$ cat config.mk
export PLATFORM = sky130hd
export DESIGN_NAME = rdw_writeback
export DESIGN_NICKNAME = d
export VERILOG_FILES = /design/src/logic/rdw_pkg.sv /design/src/logic/rdw_status_format.sv /design/src/logic/rdw_writeback.sv
export VERILOG_INCLUDE_DIRS = /design/src /design/src/logic
export SDC_FILE = /design/constraint.sdc
export NUM_CORES = 1
export LEC_CHECK = 0
export BUFFER_PORTS_ARGS = -buffer_cell sky130_fd_sc_hd__clkbuf_2
export CAP_MARGIN = 20
export CORE_MARGIN = 1
export CORE_UTILIZATION = 45
export CTS_CLUSTER_DIAMETER = 40
export DETAILED_ROUTE_END_ITERATION = 8
export PLACE_DENSITY = 0.73
export SLEW_MARGIN = 15
export SYNTH_ARGS = -nofsm -noshare
export SYNTH_HDL_FRONTEND = slang
export SYNTH_HIERARCHICAL = 1
export SYNTH_SLANG_ARGS = --single-unit
$ cat constraint.sdc
create_clock -name clk -period 3 [get_ports clk]
set_input_delay 0.3 -clock clk [delete_from_list [all_inputs] [get_ports clk]]
set_output_delay 0.3 -clock clk [all_outputs]
set_load 0.02 [all_outputs]
$ cat src/logic/rdw_defines.svh
// Offsets, field positions, reset values and timing counts of the write-back
`ifndef RDW_DEFINES_SVH
`define RDW_DEFINES_SVH

`define RDW_ADDR_W           4
`define RDW_REG_CTRL         4'h0
`define RDW_REG_STATUS       4'h1
`define RDW_REG_MASK         4'h2
`define RDW_REG_LAST         4'h3
`define RDW_REG_COUNT        4'h4

`define RDW_BIT_VALID        31
`define RDW_BIT_LIST_END     30
`define RDW_POS_HI           29
`define RDW_POS_LO           28
`define RDW_BIT_FRAME_ERR    27
`define RDW_BIT_OVERFLOW     9
`define RDW_BIT_ABORT        8
`define RDW_BIT_MULTICAST    7
`define RDW_BIT_RESIDUAL     4
`define RDW_BIT_TOO_LONG     3
`define RDW_BIT_TOO_SHORT    2
`define RDW_BIT_PHY_ERR      1
`define RDW_BIT_CRC_ERR      0

`define RDW_POS_MIDDLE       2'h0
`define RDW_POS_END          2'h1
`define RDW_POS_START        2'h2
`define RDW_POS_WHOLE        2'h3

`define RDW_CTRL_RESET       32'h0000_0000
`define RDW_MASK_RESET       3'h0

`define RDW_CTRL_MCAST_ERR   0

`define RDW_IRQ_WB           0
`define RDW_IRQ_ERR          1
`define RDW_IRQ_INCOMPLETE   2

`define RDW_WB_LATENCY_NS    10
`define RDW_CLK_PERIOD_NS    10
`define RDW_WB_CYCLES        ((`RDW_WB_LATENCY_NS + `RDW_CLK_PERIOD_NS - 1) \
                              / `RDW_CLK_PERIOD_NS)

`endif

$ cat src/logic/rdw_pkg.sv
// Types shared by the descriptor status write-back logic
package rdw_pkg;

    typedef enum logic [1:0]
    {
        RDW_POS_MIDDLE,
        RDW_POS_END,
        RDW_POS_START,
        RDW_POS_WHOLE
    } rdw_pos_t;

    typedef struct packed
    {
        logic overflow;
        logic multicast;
        logic residual;
        logic tooLong;
        logic tooShort;
        logic phyErr;
        logic crcErr;
    } rdw_events_t;

    typedef struct packed
    {
        logic        bufferFull;
        logic        frameEnd;
        rdw_events_t events;
    } rdw_buf_done_t;

    typedef struct packed
    {
        logic        valid;
        logic        listEnd;
        logic [1:0]  position;
        logic        frameError;
        logic [26:0] eventBits;
    } rdw_word_t;

endpackage

$ cat src/logic/rdw_status_format.sv
// Builds descriptor word zero from the frame position and collected events
`timescale 1ns/1ps
`include "rdw_defines.svh"

module rdw_status_format
(
    input  wire logic                 listEnd,
    input  wire logic                 firstBuf,
    input  wire logic                 lastBuf,
    input  wire logic                 mcastToErr,
    input  wire rdw_pkg::rdw_events_t ev,
    output      rdw_pkg::rdw_word_t   word,
    output      logic                 incomplete
);

    wire logic [1:0] posCode;
    wire logic       abortEv;
    wire logic       frameErr;
    wire logic [26:0] bits;

    // Position from whether this buffer opens and whether it closes the frame
    assign posCode = {firstBuf, lastBuf};

    assign abortEv = ev.tooLong | ev.tooShort | ev.phyErr | ev.crcErr;

    assign frameErr = abortEv | (mcastToErr & ev.multicast);

    assign incomplete = abortEv | ev.residual;

    // Reserved positions are driven zero, so the word stays clean even if
    // software left junk in them
    assign bits = {17'h0_0000,
                   ev.overflow,
                   abortEv,
                   ev.multicast,
                   2'h0,
                   ev.residual,
                   ev.tooLong,
                   ev.tooShort,
                   ev.phyErr,
                   ev.crcErr};

    assign word.valid      = 1'b0;
    assign word.listEnd    = listEnd;
    assign word.position   = posCode;
    assign word.frameError = frameErr;
    assign word.eventBits  = bits;

endmodule // rdw_status_format

$ cat src/logic/rdw_writeback.sv
// Descriptor status write-back engine with its control registers
`timescale 1ns/1ps
`include "rdw_defines.svh"

module rdw_writeback
(
    input  wire logic                   clk,
    input  wire logic                   rst_b,
    // Buffer completion from the receive transfer
    input  wire logic                   doneValid,
    input  wire rdw_pkg::rdw_buf_done_t doneInfo,
    input  wire logic                   listEnd,
    output      logic                   doneReady,
    // Descriptor memory write port
    output      logic                   wbValid,
    output      logic [31:0]            wbData,
    input  wire logic                   wbReady,
    // Register port
    input  wire logic [3:0]             regAddr,
    input  wire logic [31:0]            regWdata,
    input  wire logic                   regWr,
    input  wire logic                   regRd,
    output      logic [31:0]            regRdata,
    output      logic                   irq
);

    logic                  rstSync1_r;
    logic                  rstSync2_r;
    wire  logic            rstN;

    logic                  inFrame_r;
    logic                  inFrame_nxt;
    rdw_pkg::rdw_events_t  evAcc_r;
    rdw_pkg::rdw_events_t  evAcc_nxt;
    logic                  wbValid_r;
    logic [31:0]           wbData_r;
    logic                  ctrlMcast_r;
    logic [2:0]            status_r;
    logic [2:0]            status_nxt;
    logic [2:0]            mask_r;
    logic [31:0]           lastWord_r;
    logic [15:0]           wbCount_r;
    logic [31:0]           regRdata_r;

    wire  logic            take;
    wire  logic            lastBuf;
    wire  rdw_pkg::rdw_events_t evNow;
    wire  rdw_pkg::rdw_word_t   fmtWord;
    wire  logic            fmtIncomplete;
    wire  logic            wrCtrl;
    wire  logic            wrStatus;
    wire  logic            wrMask;
    wire  logic [2:0]      evSet;
    wire  logic [31:0]     rdMux;

    // Reset is released synchronously so no flop sees a ragged release
    always_ff @(posedge clk or negedge rst_b)
    begin
        if (!rst_b)
        begin
            rstSync1_r <= 1'b0;
            rstSync2_r <= 1'b0;
        end
        else
        begin
            rstSync1_r <= 1'b1;
            rstSync2_r <= rstSync1_r;
        end
    end
    assign rstN = rstSync2_r;

    // One word held at a time; a stalled memory stalls the receive side
    assign doneReady = !wbValid_r || wbReady;
    assign take      = doneValid && doneReady;

    // A full buffer continues the frame; frame end or error closes it
    assign lastBuf = doneInfo.frameEnd || !doneInfo.bufferFull;

    // Events stay with the frame across buffers, reported in the last one
    assign evNow = evAcc_r | doneInfo.events;

    rdw_status_format u_format
    (
        .listEnd    (listEnd),
        .firstBuf   (!inFrame_r),
        .lastBuf    (lastBuf),
        .mcastToErr (ctrlMcast_r),
        .ev         (lastBuf ? evNow : '0),
        .word       (fmtWord),
        .incomplete (fmtIncomplete)
    );

    assign inFrame_nxt = take ? !lastBuf : inFrame_r;
    assign evAcc_nxt   = take ? (lastBuf ? '0 : evNow) : evAcc_r;

    // Register decode
    assign wrCtrl   = regWr && (regAddr == `RDW_REG_CTRL);
    assign wrStatus = regWr && (regAddr == `RDW_REG_STATUS);
    assign wrMask   = regWr && (regAddr == `RDW_REG_MASK);

    assign evSet[`RDW_IRQ_WB]         = take;
    assign evSet[`RDW_IRQ_ERR]        = take && fmtWord.frameError;
    assign evSet[`RDW_IRQ_INCOMPLETE] = take && fmtIncomplete;

    // A new event wins over a write-one clear in the same cycle
    assign status_nxt = (status_r & ~(wrStatus ? regWdata[2:0] : 3'h0))
                        | evSet;

    assign rdMux = (regAddr == `RDW_REG_CTRL)   ? {31'h0, ctrlMcast_r} :
                   (regAddr == `RDW_REG_STATUS) ? {29'h0, status_r} :
                   (regAddr == `RDW_REG_MASK)   ? {29'h0, mask_r} :
                   (regAddr == `RDW_REG_LAST)   ? lastWord_r :
                   (regAddr == `RDW_REG_COUNT)  ? {16'h0, wbCount_r} :
                   32'h0;

    always_ff @(posedge clk or negedge rstN)
    begin
        if (!rstN)
        begin
            inFrame_r <= 1'b0;
            evAcc_r   <= '0;
        end
        else
        begin
            inFrame_r <= inFrame_nxt;
            evAcc_r   <= evAcc_nxt;
        end
    end

    // Valid bit clear and status go out as one word
    always_ff @(posedge clk or negedge rstN)
    begin
        if (!rstN)
        begin
            wbValid_r <= 1'b0;
            wbData_r  <= 32'h0;
        end
        else if (take)
        begin
            wbValid_r <= 1'b1;
            wbData_r  <= fmtWord;
        end
        else if (wbReady)
        begin
            wbValid_r <= 1'b0;
        end
    end

    always_ff @(posedge clk or negedge rstN)
    begin
        if (!rstN)
        begin
            ctrlMcast_r <= 1'b0;
            mask_r      <= `RDW_MASK_RESET;
            status_r    <= 3'h0;
        end
        else
        begin
            if (wrCtrl)
                ctrlMcast_r <= regWdata[`RDW_CTRL_MCAST_ERR];
            if (wrMask)
                mask_r <= regWdata[2:0];
            status_r <= status_nxt;
        end
    end

    always_ff @(posedge clk or negedge rstN)
    begin
        if (!rstN)
        begin
            lastWord_r <= 32'h0;
            wbCount_r  <= 16'h0;
            regRdata_r <= 32'h0;
        end
        else
        begin
            if (take)
            begin
                lastWord_r <= fmtWord;
                wbCount_r  <= wbCount_r + 16'h1;
            end
            regRdata_r <= regRd ? rdMux : 32'h0;
        end
    end

    assign wbValid  = wbValid_r;
    assign wbData   = wbData_r;
    assign regRdata = regRdata_r;
    assign irq      = |(status_r & mask_r);

endmodule // rdw_writeback

Word-level counts from Yosys, hierarchy flattened
Cells that the tools add are included.

Input bits: 52. Output and inout bits: 67. Register bits: 77. Word-level logic and storage cells: 59.

Muxes and demuxes: 11. Equal/unequal tests: 4. Reductions and logical operators: 15. Bitwise operators: 11. $add $sub $neg: 1.

Operator list (count): $mux 31 (5); $add 16x1->16 const B (1); $mux 16 (1); $mux 7 (2); $eq 4x2->1 const B (2); $or 7x7->7 (1); $and 3x3->3 (2); $logic_and 1x1->1 (6); $or 1x1->1 (5); $eq 4x1->1 const B (1); $eq 4x3->1 const B (1); $logic_not 1->1 (4); $logic_not 4->1 (1); $mux 3 (1); $not 3->3 (1); $or 3x3->3 (1); $reduce_or 3->1 (1); $logic_or 1x1->1 (2); $mux 1 (2); $reduce_bool 2->1 (1); $and 1x1->1 (1).

Logic depth before layout (Yosys ltp)
Gate-level depths: netlist of the first run.

Depth in word-level cells: 9. Gate-level depth with buffers: 8. Gate-level depth less buffers: 6.

Modules after synthesis
Netlist of the first run, hierarchy kept.

Modules (own cells, without submodules): rdw_writeback (area each 3948.8 um^2, instances 1, cells each 386, sequential area each 2452.4 um^2); rdw_status_format (area each 274.0 um^2, instances 1, cells each 38, sequential area each 0.0 um^2).

Worst setup path after synthesis of the first run
No wires, ideal clock.

Path type: input-to-reg. Start point: input port doneInfo[8] (netlist bit). End point: register status_r[1]. Stages: 7. Setup time: 0.121 ns. Setup slack: 1.368 ns. Path buffers: 2. Arrival: 1.511 ns. Data required time: 2.879 ns. Path through: nor2b_1 clkbuf_1 nor2_1 nor4_2 nand2_1 buf_4 a22o_1.

Word-level cells in the longest chain between the ends: 9. Elaborated cells between the ends (all ways): 10. Classes of those cells: 1 x mux; 6 x bitwise; 3 x reduce/logical.

Ends and longest elaborated chain: from (decl) (RTL line rdw_writeback.sv:11) `input wire rdw_pkg::rdw_buf_done_t doneInfo,`; $logic_not 1->1 * (RTL line rdw_writeback.sv:77) `assign lastBuf = doneInfo.frameEnd || !doneInfo.bufferFull;`; $logic_or 1x1->1 * (RTL line rdw_writeback.sv:77); $mux 7 * (RTL line rdw_writeback.sv:88) `.ev (lastBuf ? evNow : '0),`; $or 1x1->1 (3 in series) (RTL line rdw_status_format.sv:24) `assign abortEv = ev.tooLong | ev.tooShort | ev.phyErr | ev.crcErr;`; $or 1x1->1 * (RTL line rdw_status_format.sv:26) `assign frameErr = abortEv | (mcastToErr & ev.multicast);`; via u_format.frameErr (RTL line rdw_status_format.sv:18) `wire logic frameErr;`; $logic_and 1x1->1 * (RTL line rdw_writeback.sv:102) `` assign evSet[`RDW_IRQ_ERR] = take && fmtWord.frameError; ``; $or 3x3->3 * (RTL line rdw_writeback.sv:107) `| evSet;`; via status_nxt[1] (RTL line rdw_writeback.sv:39) `logic [2:0] status_nxt;`; to (signal assigned) (RTL line rdw_writeback.sv:163) `status_r <= status_nxt;`; to (decl) (RTL line rdw_writeback.sv:38) `logic [2:0] status_r;`.

Mark *: on every way through the listed nets, which the timed path passes. The rest lies on a longest branch. A chain may end at the register's enable or synchronous reset.

Worst setup path in the final report of the first run
Start point: register wbValid_r (netlist: wbValid). End point: register evAcc_r[3] (netlist bit).

Word-level cells in the longest chain between the ends: 3.

Ends and longest elaborated chain: from (decl) (RTL line rdw_writeback.sv:35) `logic wbValid_r;`; from (signal assigned) (RTL line rdw_writeback.sv:135) `wbValid_r <= 1'b0;`; from (signal assigned) (RTL line rdw_writeback.sv:140) `wbValid_r <= 1'b1;`; from (signal assigned) (RTL line rdw_writeback.sv:145) `wbValid_r <= 1'b0;`; $logic_not 1->1 (RTL line rdw_writeback.sv:73) `assign doneReady = !wbValid_r || wbReady;`; $logic_or 1x1->1 (RTL line rdw_writeback.sv:73); $logic_and 1x1->1 (RTL line rdw_writeback.sv:74) `assign take = doneValid && doneReady;`; to (signal assigned) (RTL line rdw_writeback.sv:126) `evAcc_r <= evAcc_nxt;`; to (decl) (RTL line rdw_writeback.sv:33) `rdw_pkg::rdw_events_t evAcc_r;`.

Every way passes these cells.

==> metrics.md, run 1 <==
| Metric | Value |
|---|---|
| Outcome | `finished clean` |
| Measured slew at the worst slew-check pin | `915 ps` |
| CTS sink cnt | `98` |
| Total I/O pin count | `119` |
| Syn avg cell area | `9.96 um^2` |
| Finish-stage setup viols | `0` |
| Core area | `8890 um^2` |
| Global-route wire length before repair | `14,100 um` |
| Port bufs | `89` |
| Util after Layout | `54.7%` |
| Async S/R FF share, synth | `100%` |
| Root Buffer | `clkbuf_8` |
| Static leakage | `2.61 nW` |
| Top post-synthesis cells by count | `116 x nand2_1, 98 x dfrtp_1, 46 x nor2_1` |
| Max Buffers Root-to-Sink | `2` |
| Max VDD drop | `0.285 mV` |
| Yosys reg bits | `98` |
| Die Wd | `98.9 um` |
| Hold WS | `162 ps` |
| Worst Path Max Fanout | `21` |
| RSZ-0062 raised after global routing | `false` |
| Clock skew | `12.3 ps` |
| Clk slew on worst S/H paths | `90 ps` |
| GRT Util Overall | `18.5%` |
| Yosys top cell by area | `dfrtp_1` |
| Flop pwr share | `51.6%` |
| Max Transition Viols Final | `0` |
| Post-CTS Setup Bufs | `0` |
| Largest net degree at the start of global routing | `59` |
| Layout cell share with drive strength beyond 1 | `24.6%` |
| Comb power frac | `15.4%` |
| Nets | `553` |
| Starting density of the core | `47.5%` |
| Number of flops mapped to enable cells by yosys | `0` |
| Clock Power Share | `33.0%` |
| Hold/Removal Path Class | `in2reg` |
| Placer Congestion | `0.823` |
| Die area | `9780 um^2` |
| CP Capture Type | `flop` |
| Antenna-violating nets left | `0` |
| Crit path time final | `2030 ps` |
| Final hold vios | `0` |
| Ys Warns | `6` |
| Power density over the cells | `635 nW/um^2` |
| FP Rows | `34` |
| Final wirelength | `8450 um` |
| Maxcap violations | `0` |
| Synth-to-layout area growth | `15.3%` |
| Die extent in y | `98.9 um` |
| Count leader, synth | `nand2_1` |
| Vias | `2,988` |
| Synth top area cells | `dfrtp_1 58%, nand2_1 10%, buf_4 5.7%, nor2_1 4.1%, and3_1 2.4%` |
| Initial drt markers | `146` |
| FMAX | `0.494 GHz` |
| Mapped Area | `4220 um^2` |
| CTS tree | `done` |
| Initial antenna violation count | `0` |
| Cells after Synth | `424` |
| P_int | `2.21 mW` |
| Initial DRT Pass Iterations | `4` |
| NetSw | `878 uW` |
| Diodes inserted | `0` |
| Gr ovfl total | `0` |
| Filler Cells Inserted | `813` |
| CTS buffer count | `9` |
| Vias in the first global route | `2,813` |
| Worst EP arrival | `2310 ps` |
| H-tree depth | `3` |
| TNS Setup | `0 ps` |
| Vias per inst | `4.87` |
| Top_reg_cell synth | `dfrtp_1` |
| CP Launch Type | `flop` |
| CP Class | `reg2reg` |
| Yosys cell types | `38` |
| DR DRC count | `0` |
| Sequential area share after synthesis | `58.1%` |
| Tcrit/Tclk final | `67.5%` |
| Worst-Skew Late Latency | `360 ps` |
| CP required | `3280 ps` |
| DP Wirelength | `6060 um` |
| Switching portion of total power | `28.4%` |
| Share of the synthesized area in the top cell type | `58.1%` |
| Drt wl/cell | `13.8 um` |
| Relative slew slack | `39.0%` |
[cells in the final DEF (no fill, tap or decap), types with 3 or more instances in the layout]
cell type  synthesis  layout
nor2_1            46      46
buf_4             32       7
dfrtp_1           98      97
nand2b_1           5       5
nor3_1             4       3
inv_1              5       5
nand4_1            3       3
mux2_2             5       5
clkbuf_2           0      89
clkbuf_8           0      10
bufinv_16          0       3
conb_1             2      21
a21oi_1           11      11
nand3_1            4       4
xnor2_1            7       7
a22oi_1           13      13
nand2_1          116     116
and3_1            16      16
nand3b_1           3       3
nor4_2             3       3
xor2_1             8       8
[flip-flops by register name, summed over array words and instances (netlist names)]
signal	flops
rstN	1
inFrame_r	1
mask_r	3
wbCount_r	16
rstSync1_r	1
ctrlMcast_r	1
evAcc_r	7
wbValid	1
status_r	3
regRdata	32
lastWord_r	32
[through the flow]
stage	instance area [um^2]	cells	power [mW]	setup WS, ps
after global placement	4610	596	2.09	1020
after detailed placement	4610	596	2.10	976
final	4870	613	3.09	974
after floorplan	4290	443	1.95	68.0
after CTS	4870	613	3.13	987
after global routing	4870	613	3.25	801
[timing repair]
| action | 4_1_cts | 5_1_grt |
|---|---|---|
| hold buffers | 1 | 0 |
| gates resized for setup | 0 | 0 |
| hold endpoints to repair | 2 | 0 |
[worst max-delay path: stages (launching register included)]
cell	delay, ps
dfrtp_1	390
nand2b_1	230
and2_1	780
buf_4	360
a21oi_1	100
nor2_1	100
[final timing paths]
kind                       startpoint        endpoint  slack (ps)  cells past startpoint
max                           wbValid      evAcc_r[3]         970                      5
min                           listEnd  lastWord_r[30]         160                      3
max reg2reg                   wbValid      evAcc_r[3]         970                      5
min reg2reg                rstSync1_r            rstN         360                      0
max in group asynchronous        rstN  lastWord_r[22]        1820                      1
min in group asynchronous       rst_b            rstN         240                      2
[layer usage]
layer | vias to the layer above | part of all wire (%) | global-route usage [%]
li1 | 1476 | - | -
met1 | 1427 | 45 | 24.6
met2 | 75 | 49 | 30.4
met3 | 10 | 4.4 | 3.26
met4 | 0 | 1.4 | 6.89
met5 | - | 0 | 0
[logic make-up after synthesis]
family | share of synthesized area, %
and+or+nand+nor | 23.2
xor gates and xnor gates | 3.11
other | 0.178
AOI/OAI and AO/OA | 5.21
muxes | 1.81
adders and majority gates | 0.296
DFF | 58.1
buffers and inverters | 8.09
[layout make-up]
type | instances | area, um^2 | share of cell area, %
inverter | 5 | 18.8 | 0.386
clock buffer | 12 | 145 | 2.98
timing repair buffer | 97 | 508 | 10.4
clock inverter | 4 | 98.8 | 2.03
sequential | 98 | 2460 | 50.5
tap | 108 | 135 | 2.78
multi-input combinational | 289 | 1510 | 30.9
[power by group through the flow]
stage / clock network [mW] / registers [mW] / logic (mW)
6_report: 1.02 / 1.60 / 0.475
5_1_grt: 1.10 / 1.62 / 0.534
4_1_cts: 1.05 / 1.60 / 0.481
3_5_place_dp: 0 / 1.63 / 0.477
3_3_place_gp: 0 / 1.62 / 0.466
2_1_floorplan: 0 / 1.68 / 0.276
No activity file was read; power rests on OpenSTA's default activity.
==> run 2, diff against run 1 <==
--- a/config.mk
+++ b/config.mk
@@ -6,6 +6,7 @@
 export SDC_FILE = /design/constraint.sdc
 export NUM_CORES = 1
 export LEC_CHECK = 0
+export ABC_AREA = 1
 export BUFFER_PORTS_ARGS = -buffer_cell sky130_fd_sc_hd__clkbuf_2
 export CAP_MARGIN = 20
 export CORE_MARGIN = 1
==> constraint.sdc (replaced) <==
create_clock -name clk -period 1.6 [get_ports clk]
set_input_delay 0.16 -clock clk [delete_from_list [all_inputs] [get_ports clk]]
set_output_delay 0.16 -clock clk [all_outputs]
set_load 0.02 [all_outputs]
==> run 2 against run 1 <==
  * Register-to-register slack worse by 740 ps
  * Clock skew is 3.1 ps higher
  * Fmax up 48%
  * Setup slack worse by 740 ps
  * Combinational power increased by 110%
  * Sequential power is 86% higher
  * Critical path depth increased by 1
  * Design area is 3.9% higher
  * Synthesized cell count is 19% higher
  * Critical endpoint is now wbCount_r[6]
  * Largest cell class unchanged
  * Highest routed layer unchanged
==> metrics.md, run 2 <==
| Metric | Value |
|---|---|
| Outcome | `finished clean (unchanged)` |
| Crit path time final | `1370 ps (was 2030 ps)` |
| Worst Reg-to-Reg Cells | `6 (was 5)` |
| Static leakage | `2.67 nW (was 2.61 nW)` |
| CTS sink cnt | `98 (unchanged)` |
| Storage cell area | `2460 um^2 (unchanged)` |
| CP Class | `reg2reg (unchanged)` |
| Starting density of the core | `46.8% (was 47.5%)` |
| Vias in the first global route | `3,274 (was 2,813)` |
| Non-filler cells, final | `723 (was 613)` |
| Commonest non-fill, non-tap cell in the layout | `nand2_1 (unchanged)` |
| DP Area | `4820 um^2 (was 4610 um^2)` |
| Finish-stage setup viols | `0 (unchanged)` |
| Total I/O pin count | `119 (unchanged)` |
| Max Transition Viols Final | `0 (unchanged)` |
| Global-route wire length before repair | `15,500 um (was 14,100 um)` |
| Most frequent cells in the layout | `157 x nand2_1, 97 x dfrtp_1, 89 x clkbuf_2, 51 x inv_1, 46 x nor2_1 (was 116 x nand2_1, 97 x dfrtp_1, 89 x clkbuf_2, 46 x nor2_1, 21 x conb_1)` |
| Top post-synthesis cells by count | `157 x nand2_1, 98 x dfrtp_1, 51 x inv_1 (was 116 x nand2_1, 98 x dfrtp_1, 46 x nor2_1)` |
| Post-CTS Resized | `0 (unchanged)` |
| CP Depth | `6 (was 5)` |
| Placed cell count | `705 (was 596)` |
| Top_reg_cell synth | `dfrtp_1 (unchanged)` |
| Worst Path Max Fanout | `5 (was 21)` |
| Vias per inst | `4.64 (was 4.87)` |
| Slowest-stage cell, CP | `dfrtp_1 (was and2_1)` |
| Yosys cell types | `27 (was 38)` |
| Synth Area in Simple Gates | `22.8% (was 23.2%)` |
| Async S/R FF share, synth | `100% (unchanged)` |
| Placer Congestion | `0.849 (was 0.823)` |
| TNS Setup | `0 ps (unchanged)` |
| Root Buffer | `clkbuf_8 (unchanged)` |
| Family with the most delay on the worst path | `simple AND/OR/NAND/NOR gates (unchanged)` |
| Synth top area cells | `dfrtp_1 56%, nand2_1 14%, buf_4 5.9%, inv_1 4.4%, nor2_1 4.0% (was dfrtp_1 58%, nand2_1 10%, buf_4 5.7%, nor2_1 4.1%, and3_1 2.4%)` |
| Final hold vios | `0 (unchanged)` |
| Number of flops mapped to enable cells by yosys | `0 (unchanged)` |
| Util after Layout | `54.5% (was 54.7%)` |
| Vias | `3,352 (was 2,988)` |
| Worst path cell trace | `ha_1, nand4_1, nor2_1, nand3_1, nand2_1, nand2_1 (was nand2b_1, and2_1, buf_4, a21oi_1, nor2_1)` |
| Largest net degree at the start of global routing | `47 (was 59)` |
| Setup crit start | `wbCount_r[0] (was wbValid)` |
| Initial drt markers | `154 (was 146)` |
| Gr ovfl total | `0 (unchanged)` |
| Crit path largest cell delay | `420 ps (was 780 ps)` |
| Post-Synth Adder-Cell Area | `0.288% (was 0.296%)` |
| Diodes inserted | `0 (unchanged)` |
| Main combinational cell family by area after synthesis | `simple AND/OR/NAND/NOR gates (unchanged)` |
| CP required | `1870 ps (was 3280 ps)` |
| Port bufs | `89 (unchanged)` |
| Hold WS | `20.7 ps (was 162 ps)` |
| DR DRC count | `0 (unchanged)` |
| Worst-Skew Late Latency | `370 ps (was 360 ps)` |
| Yosys reg bits | `98 (unchanged)` |
| H-tree depth | `3 (unchanged)` |
| FP Rows | `35 (was 34)` |
| CTS tree | `done (unchanged)` |
| Mux contribution to synthesized area | `0% (was 1.81%)` |
| Synth-to-layout area growth | `16.5% (was 15.3%)` |
| Tcrit/Tclk final | `85.6% (was 67.5%)` |
| RSZ-0062 raised after global routing | `false (unchanged)` |
| Mapped Area | `4340 um^2 (was 4220 um^2)` |
| CP Capture Point | `wbCount_r[6] (was evAcc_r[3])` |
| CP Capture Type | `flop (unchanged)` |
| Sequential area share after synthesis | `56.5% (was 58.1%)` |
| Yosys top cell by area | `dfrtp_1 (unchanged)` |
| Die Wd | `100 um (was 98.9 um)` |
| FMAX | `0.730 GHz (was 0.494 GHz)` |
| Reg-to-Reg Start | `wbCount_r[0] (was wbValid)` |
| Layout cell share with drive strength beyond 1 | `22.4% (was 24.6%)` |
| Worst EP arrival | `1640 ps (was 2310 ps)` |
| Antenna-violating nets left | `0 (unchanged)` |
| Final wirelength | `9010 um (was 8450 um)` |
| GRT Util Overall | `19.7% (was 18.5%)` |
| Ys Warns | `6 (unchanged)` |
| CP Launch Type | `flop (unchanged)` |
| Drt wl/cell | `12.5 um (was 13.8 um)` |
| Clk slew on worst S/H paths | `100 ps (was 90 ps)` |
| CTS buffer count | `9 (unchanged)` |
| Nets | `642 (was 553)` |
| Multi-input logic area | `1450 um^2 (was 1510 um^2)` |
| Hold/Removal Path Class | `in2reg (unchanged)` |
| DP Wirelength | `6530 um (was 6060 um)` |
| Top cell by count, worst path | `nand2_1` |
| Initial DRT Pass Iterations | `5 (was 4)` |
| Cells after Synth | `503 (was 424)` |
| Die extent in y | `100 um (was 98.9 um)` |
| Terminus of the critical flop-to-flop path | `wbCount_r[6] (was evAcc_r[3])` |
| Design Area, Final | `5060 um^2 (was 4870 um^2)` |
| Power density over the cells | `1110 nW/um^2 (was 635 nW/um^2)` |
| Share of the synthesized area in the top cell type | `56.5% (was 58.1%)` |
| Reg2Reg Setup Slack | `230 ps (was 970 ps)` |
| Compound-Gate Fraction of Synth Area | `7.09% (was 5.21%)` |
| Xor-xnor portion of the synthesized cell area | `1.41% (was 3.11%)` |
| Filler Cells Inserted | `844 (was 813)` |
| Final worst setup slack | `231 ps (was 974 ps)` |
| Clock skew | `15.4 ps (was 12.3 ps)` |
| Worst slack, placed | `214 ps (was 976 ps)` |
| Die area | `10,000 um^2 (was 9780 um^2)` |
| Worst path buffer plus inverter count | `0 (was 1)` |
| Syn avg cell area | `8.63 um^2 (was 9.96 um^2)` |
| Count leader, synth | `nand2_1 (unchanged)` |
| Total Power | `5.63 mW (was 3.09 mW)` |
| Initial antenna violation count | `0 (unchanged)` |
| Max VDD drop | `0.532 mV (was 0.285 mV)` |
| Max Buffers Root-to-Sink | `2 (unchanged)` |
| Maxcap violations | `0 (unchanged)` |
| Core area | `9280 um^2 (was 8890 um^2)` |
## run 2: cell types whose count changed after synthesis, sizes merged, moves of 5 or more
cell,change
nand2b,-5
xnor2,-5
nand2,+48
mux2,-5
a21oi,+13
inv,+49
a22oi,-13
o21ai,+31
and3,-17
nor2,+7
nand3,+9
## run 2: report_power, final
group	leakage [nW]	switching [mW]	internal [mW]	total (mW)
combinational	1.30	0.644	0.331	0.975
clock	0.102	0.875	0.813	1.69
sequential	1.27	0.246	2.72	2.97
## run 2: kinds of logic (layout without fill, tap and decap cells)
group           Yosys count  after routing
flops                    98             98
other cells               2             21
xor+xnor                  7              7
buf+inv                  98            170
simple gates            237            237
compound gates           60             60
fa+ha+maj                 1              1
## run 2: repair_timing
item	CTS	global route
endpoints found under the setup margin	0	0
hold buffers	2	0
setup buffers	0	0
hold endpoints to repair	3	0
## run 2: final cells by class
cell class | count | share of cell area [%]
clock inverters | 5 | 1.24
multi-input cells | 326 | 28.7
inverters | 54 | 4.01
repair buffers | 100 | 11.3
flip-flops and latches | 98 | 48.6
clock buffers | 11 | 2.99
well taps | 129 | 3.19
## run 2: worst min path at each step
stage	depth (start not counted)	startpoint	end	slack, ps
finish	3	regWdata[1]	mask_r[1]	20
global route	3	regWdata[1]	mask_r[1]	20
CTS	3	regWdata[1]	mask_r[1]	20
detailed placement	1	rst_b	rstSync1_r	-50
global placement	1	rst_b	rstSync1_r	-50
floorplan	0	rst_b	rstSync1_r	-140
## run 2: per-layer routing
layer	vias up	track usage, %	part of all wire (%)
met5	-	0	0
met1	1587	25.3	44
met3	16	4.87	4.4
met2	87	33.1	49
met4	0	5.91	2.1
li1	1662	-	-
## run 2: tightest hold or removal path: stages
cell and delay, ps:
clkbuf_2 80, inv_1 50, o21ai_0 70
==> run 3, diff against run 2 <==
--- a/config.mk
+++ b/config.mk
@@ -10,10 +10,11 @@
 export BUFFER_PORTS_ARGS = -buffer_cell sky130_fd_sc_hd__clkbuf_2
 export CAP_MARGIN = 20
 export CORE_MARGIN = 1
-export CORE_UTILIZATION = 45
+export CORE_UTILIZATION = 40
 export CTS_CLUSTER_DIAMETER = 40
 export DETAILED_ROUTE_END_ITERATION = 8
-export PLACE_DENSITY = 0.73
+export GPL_TIMING_DRIVEN = 0
+export PLACE_DENSITY = 0.66
 export SLEW_MARGIN = 15
 export SYNTH_ARGS = -nofsm -noshare
 export SYNTH_HDL_FRONTEND = slang
==> run 3 against run 2 <==
  * Power rose by 0.56%
  * Largest cell class unchanged
  * First-iteration DRC count is 6.5% higher
  * Die area grew 12%
  * Wire length up 5.5%
  * Largest power group unchanged
  * Critical path type unchanged
  * Design area rose by 4.4%
==> metrics.md, run 3 (synthesis gave the netlist of run 2 again) <==
| Metric | Value |
|---|---|
| Placer Congestion | `0.849 (about the same)` |
| Met3 Track Usage GR | `4.90% (was 4.87%)` |
| Commonest non-fill, non-tap cell in the layout | `nand2_1 (unchanged)` |
| Gr ovfl total | `0 (unchanged)` |
| Most frequent cells in the layout | `157 x nand2_1, 97 x dfrtp_1, 88 x clkbuf_2, 51 x inv_1, 46 x nor2_1 (was 157 x nand2_1, 97 x dfrtp_1, 89 x clkbuf_2, 51 x inv_1, 46 x nor2_1)` |
| Layout cell share with drive strength beyond 1 | `26.1% (was 22.4%)` |
| CTS buffer count | `9 (unchanged)` |
| CTS tree | `done (unchanged)` |
| Crit path largest cell delay | `400 ps (was 420 ps)` |
| Drt wl/cell | `12.4 um (was 12.5 um)` |
| Power density over the cells | `1070 nW/um^2 (was 1110 nW/um^2)` |
| Vias per inst | `4.55 (was 4.64)` |
| FP Rows | `37 (was 35)` |
| Worst path buffer plus inverter count | `3 (was 0)` |
| Core area | `10,400 um^2 (was 9280 um^2)` |
| Worst slack, placed | `-12.9 ps (was 214 ps)` |
| Die extent in y | `106 um (was 100 um)` |
| Die area | `11,300 um^2 (was 10,000 um^2)` |
| CP Class | `reg2reg (unchanged)` |
| Worst path cell trace | `nand2_2, nand2_4, inv_2, buf_4, buf_2, nand2_1, nand2_1 (was ha_1, nand4_1, nor2_1, nand3_1, nand2_1, nand2_1)` |
| Storage cell area | `2460 um^2 (unchanged)` |
| Max Buffers Root-to-Sink | `2 (unchanged)` |
| CTS sink cnt | `98 (unchanged)` |
| Measured slew at the worst slew-check pin | `604 ps` |
| Initial antenna violation count | `0 (unchanged)` |
| Nets | `677 (was 642)` |
| Post-CTS Resized | `0 (unchanged)` |
| DR DRC count | `0 (unchanged)` |
| Diodes inserted | `0 (unchanged)` |
| Largest net degree at the start of global routing | `56 (was 47)` |
| Outcome | `finished clean (unchanged)` |
| Root Buffer | `clkbuf_8 (unchanged)` |
| Top cell by count, worst path | `nand2_1 (unchanged)` |
| Die Wd | `106 um (was 100 um)` |
| Met2 GRT Util | `28.4% (was 33.1%)` |
| Static leakage | `2.83 nW (was 2.67 nW)` |
| Crit path time final | `1420 ps (was 1370 ps)` |
| Final hold vios | `0 (unchanged)` |
| Finish-stage setup viols | `0 (unchanged)` |
| CP required | `1910 ps (was 1870 ps)` |
| Worst Hold Path Cells | `3 (unchanged)` |
| Final worst setup slack | `179 ps (was 231 ps)` |
| Synth-to-layout area growth | `21.6% (was 16.5%)` |
| Final wirelength | `9500 um (was 9010 um)` |
| CP Capture Type | `flop (unchanged)` |
| Family with the most delay on the worst path | `buffers and inverters (was simple AND/OR/NAND/NOR gates)` |
| Filler Cells Inserted | `1,020 (was 844)` |
| Initial drt markers | `164 (was 154)` |
| Clk slew on worst S/H paths | `90 ps (was 100 ps)` |
| Vias | `3,480 (was 3,352)` |
| FMAX | `0.704 GHz (was 0.730 GHz)` |
| GRT Util Overall | `18.3% (was 19.7%)` |
| Worst Path Max Fanout | `10 (was 5)` |
| Tcrit/Tclk final | `88.8% (was 85.6%)` |
| Global-route wire length before repair | `15,900 um (was 15,500 um)` |
| Total I/O pin count | `119 (unchanged)` |
| Hold/Removal Path Class | `in2reg (unchanged)` |
| Met1 usage | `24.4% (was 25.3%)` |
| Vias in the first global route | `3,360 (was 3,274)` |
| Total Power | `5.67 mW (was 5.63 mW)` |
| RSZ-0062 raised after global routing | `false (unchanged)` |
| DP Wirelength | `6980 um (was 6530 um)` |
| Port bufs | `88 (was 89)` |
| CP Depth | `7 (was 6)` |
| Most used routing layer | `met2 (unchanged)` |
| Worst EP arrival | `1730 ps (was 1640 ps)` |
| Slowest-stage cell, CP | `dfrtp_1 (unchanged)` |
| Starting density of the core | `41.7% (was 46.8%)` |
| H-tree depth | `3 (unchanged)` |
| Multi-input logic area | `1450 um^2 (unchanged)` |
| Initial DRT Pass Iterations | `6 (was 5)` |
| Antenna-violating nets left | `0 (unchanged)` |
| Clock skew | `9.52 ps (was 15.4 ps)` |
| Worst Reg-to-Reg Cells | `7 (was 6)` |
| Worst-Skew Late Latency | `370 ps (about the same)` |
| Max Transition Viols Final | `0 (unchanged)` |
| CP Launch Type | `flop (unchanged)` |
| Maxcap violations | `0 (unchanged)` |
| Max VDD drop | `0.520 mV (was 0.532 mV)` |
| Relative slew slack | `59.6%` |
run 3: cell types whose count changed in the layout (fill, tap and decap cells not counted), moves of 2 or more:
cell      delta
clkbuf_1     +4
buf_12       -3
buf_4       +28
buf_2        +5
clkinv_4     -2
clkinv_2     +3
run 3: repair_timing:
item	4_1_cts	5_1_grt
hold endpoints to repair	3	0
hold buffers	2	0
endpoints found under the setup margin	0	0
setup buffers	0	0
run 3: layout make-up:
cell class	instances	area share (%)
Sequential cell	98	46.5
Tap cell	136	3.22
Clock buffer	11	2.87
Inverter	54	3.84
Timing Repair Buffer	91	9.24
Buffer	44	5.81
Clock inverter	5	0.995
Multi-Input combinational cell	326	27.5
run 3: report_power, final:
group / leakage [nW] / switching, mW / total [mW] / internal, mW
combinational: 1.46 / 0.653 / 1.03 / 0.378
sequential: 1.27 / 0.258 / 2.98 / 2.72
clock: 0.105 / 0.852 / 1.65 / 0.800
run 3: worst paths after layout:
check	from	endpoint	slack, ps
worst max-delay path	wbValid	status_r[2]	180
worst min-delay path	regWdata[2]	mask_r[2]	60
worst max register to register	wbValid	status_r[2]	180
worst min register to register	rstN	evAcc_r[5]	340
max in group asynchronous	rstN	regRdata[14]	590
min in group asynchronous	rst_b	rstN	90
run 3: routing by layer:
layer | part of all wire (%) | vias up
met2 | 47 | 71
met5 | 0 | -
li1 | - | 1737
met4 | 1.5 | 0
met3 | 5.3 | 10
met1 | 46 | 1662
run 3: per-stage QoR:
step                      TNS, ps  cell area, um^2  util [%]  instances  hold WS, ps
after global placement      -31.3             5030      48.3        746        -53.8
after detailed placement    -12.9             5050      48.5        747        -52.7
after floorplan                 0             4420         -        522         -136
after CTS                       0             5280      50.7        765         43.9
after global routing            0             5280      50.7        765         49.8
final                           0             5280      50.7        765         59.2
run 3: tightest hold or removal path: stages:
cell,delay (ps)
clkbuf_2,80
inv_1,60
o21ai_0,80
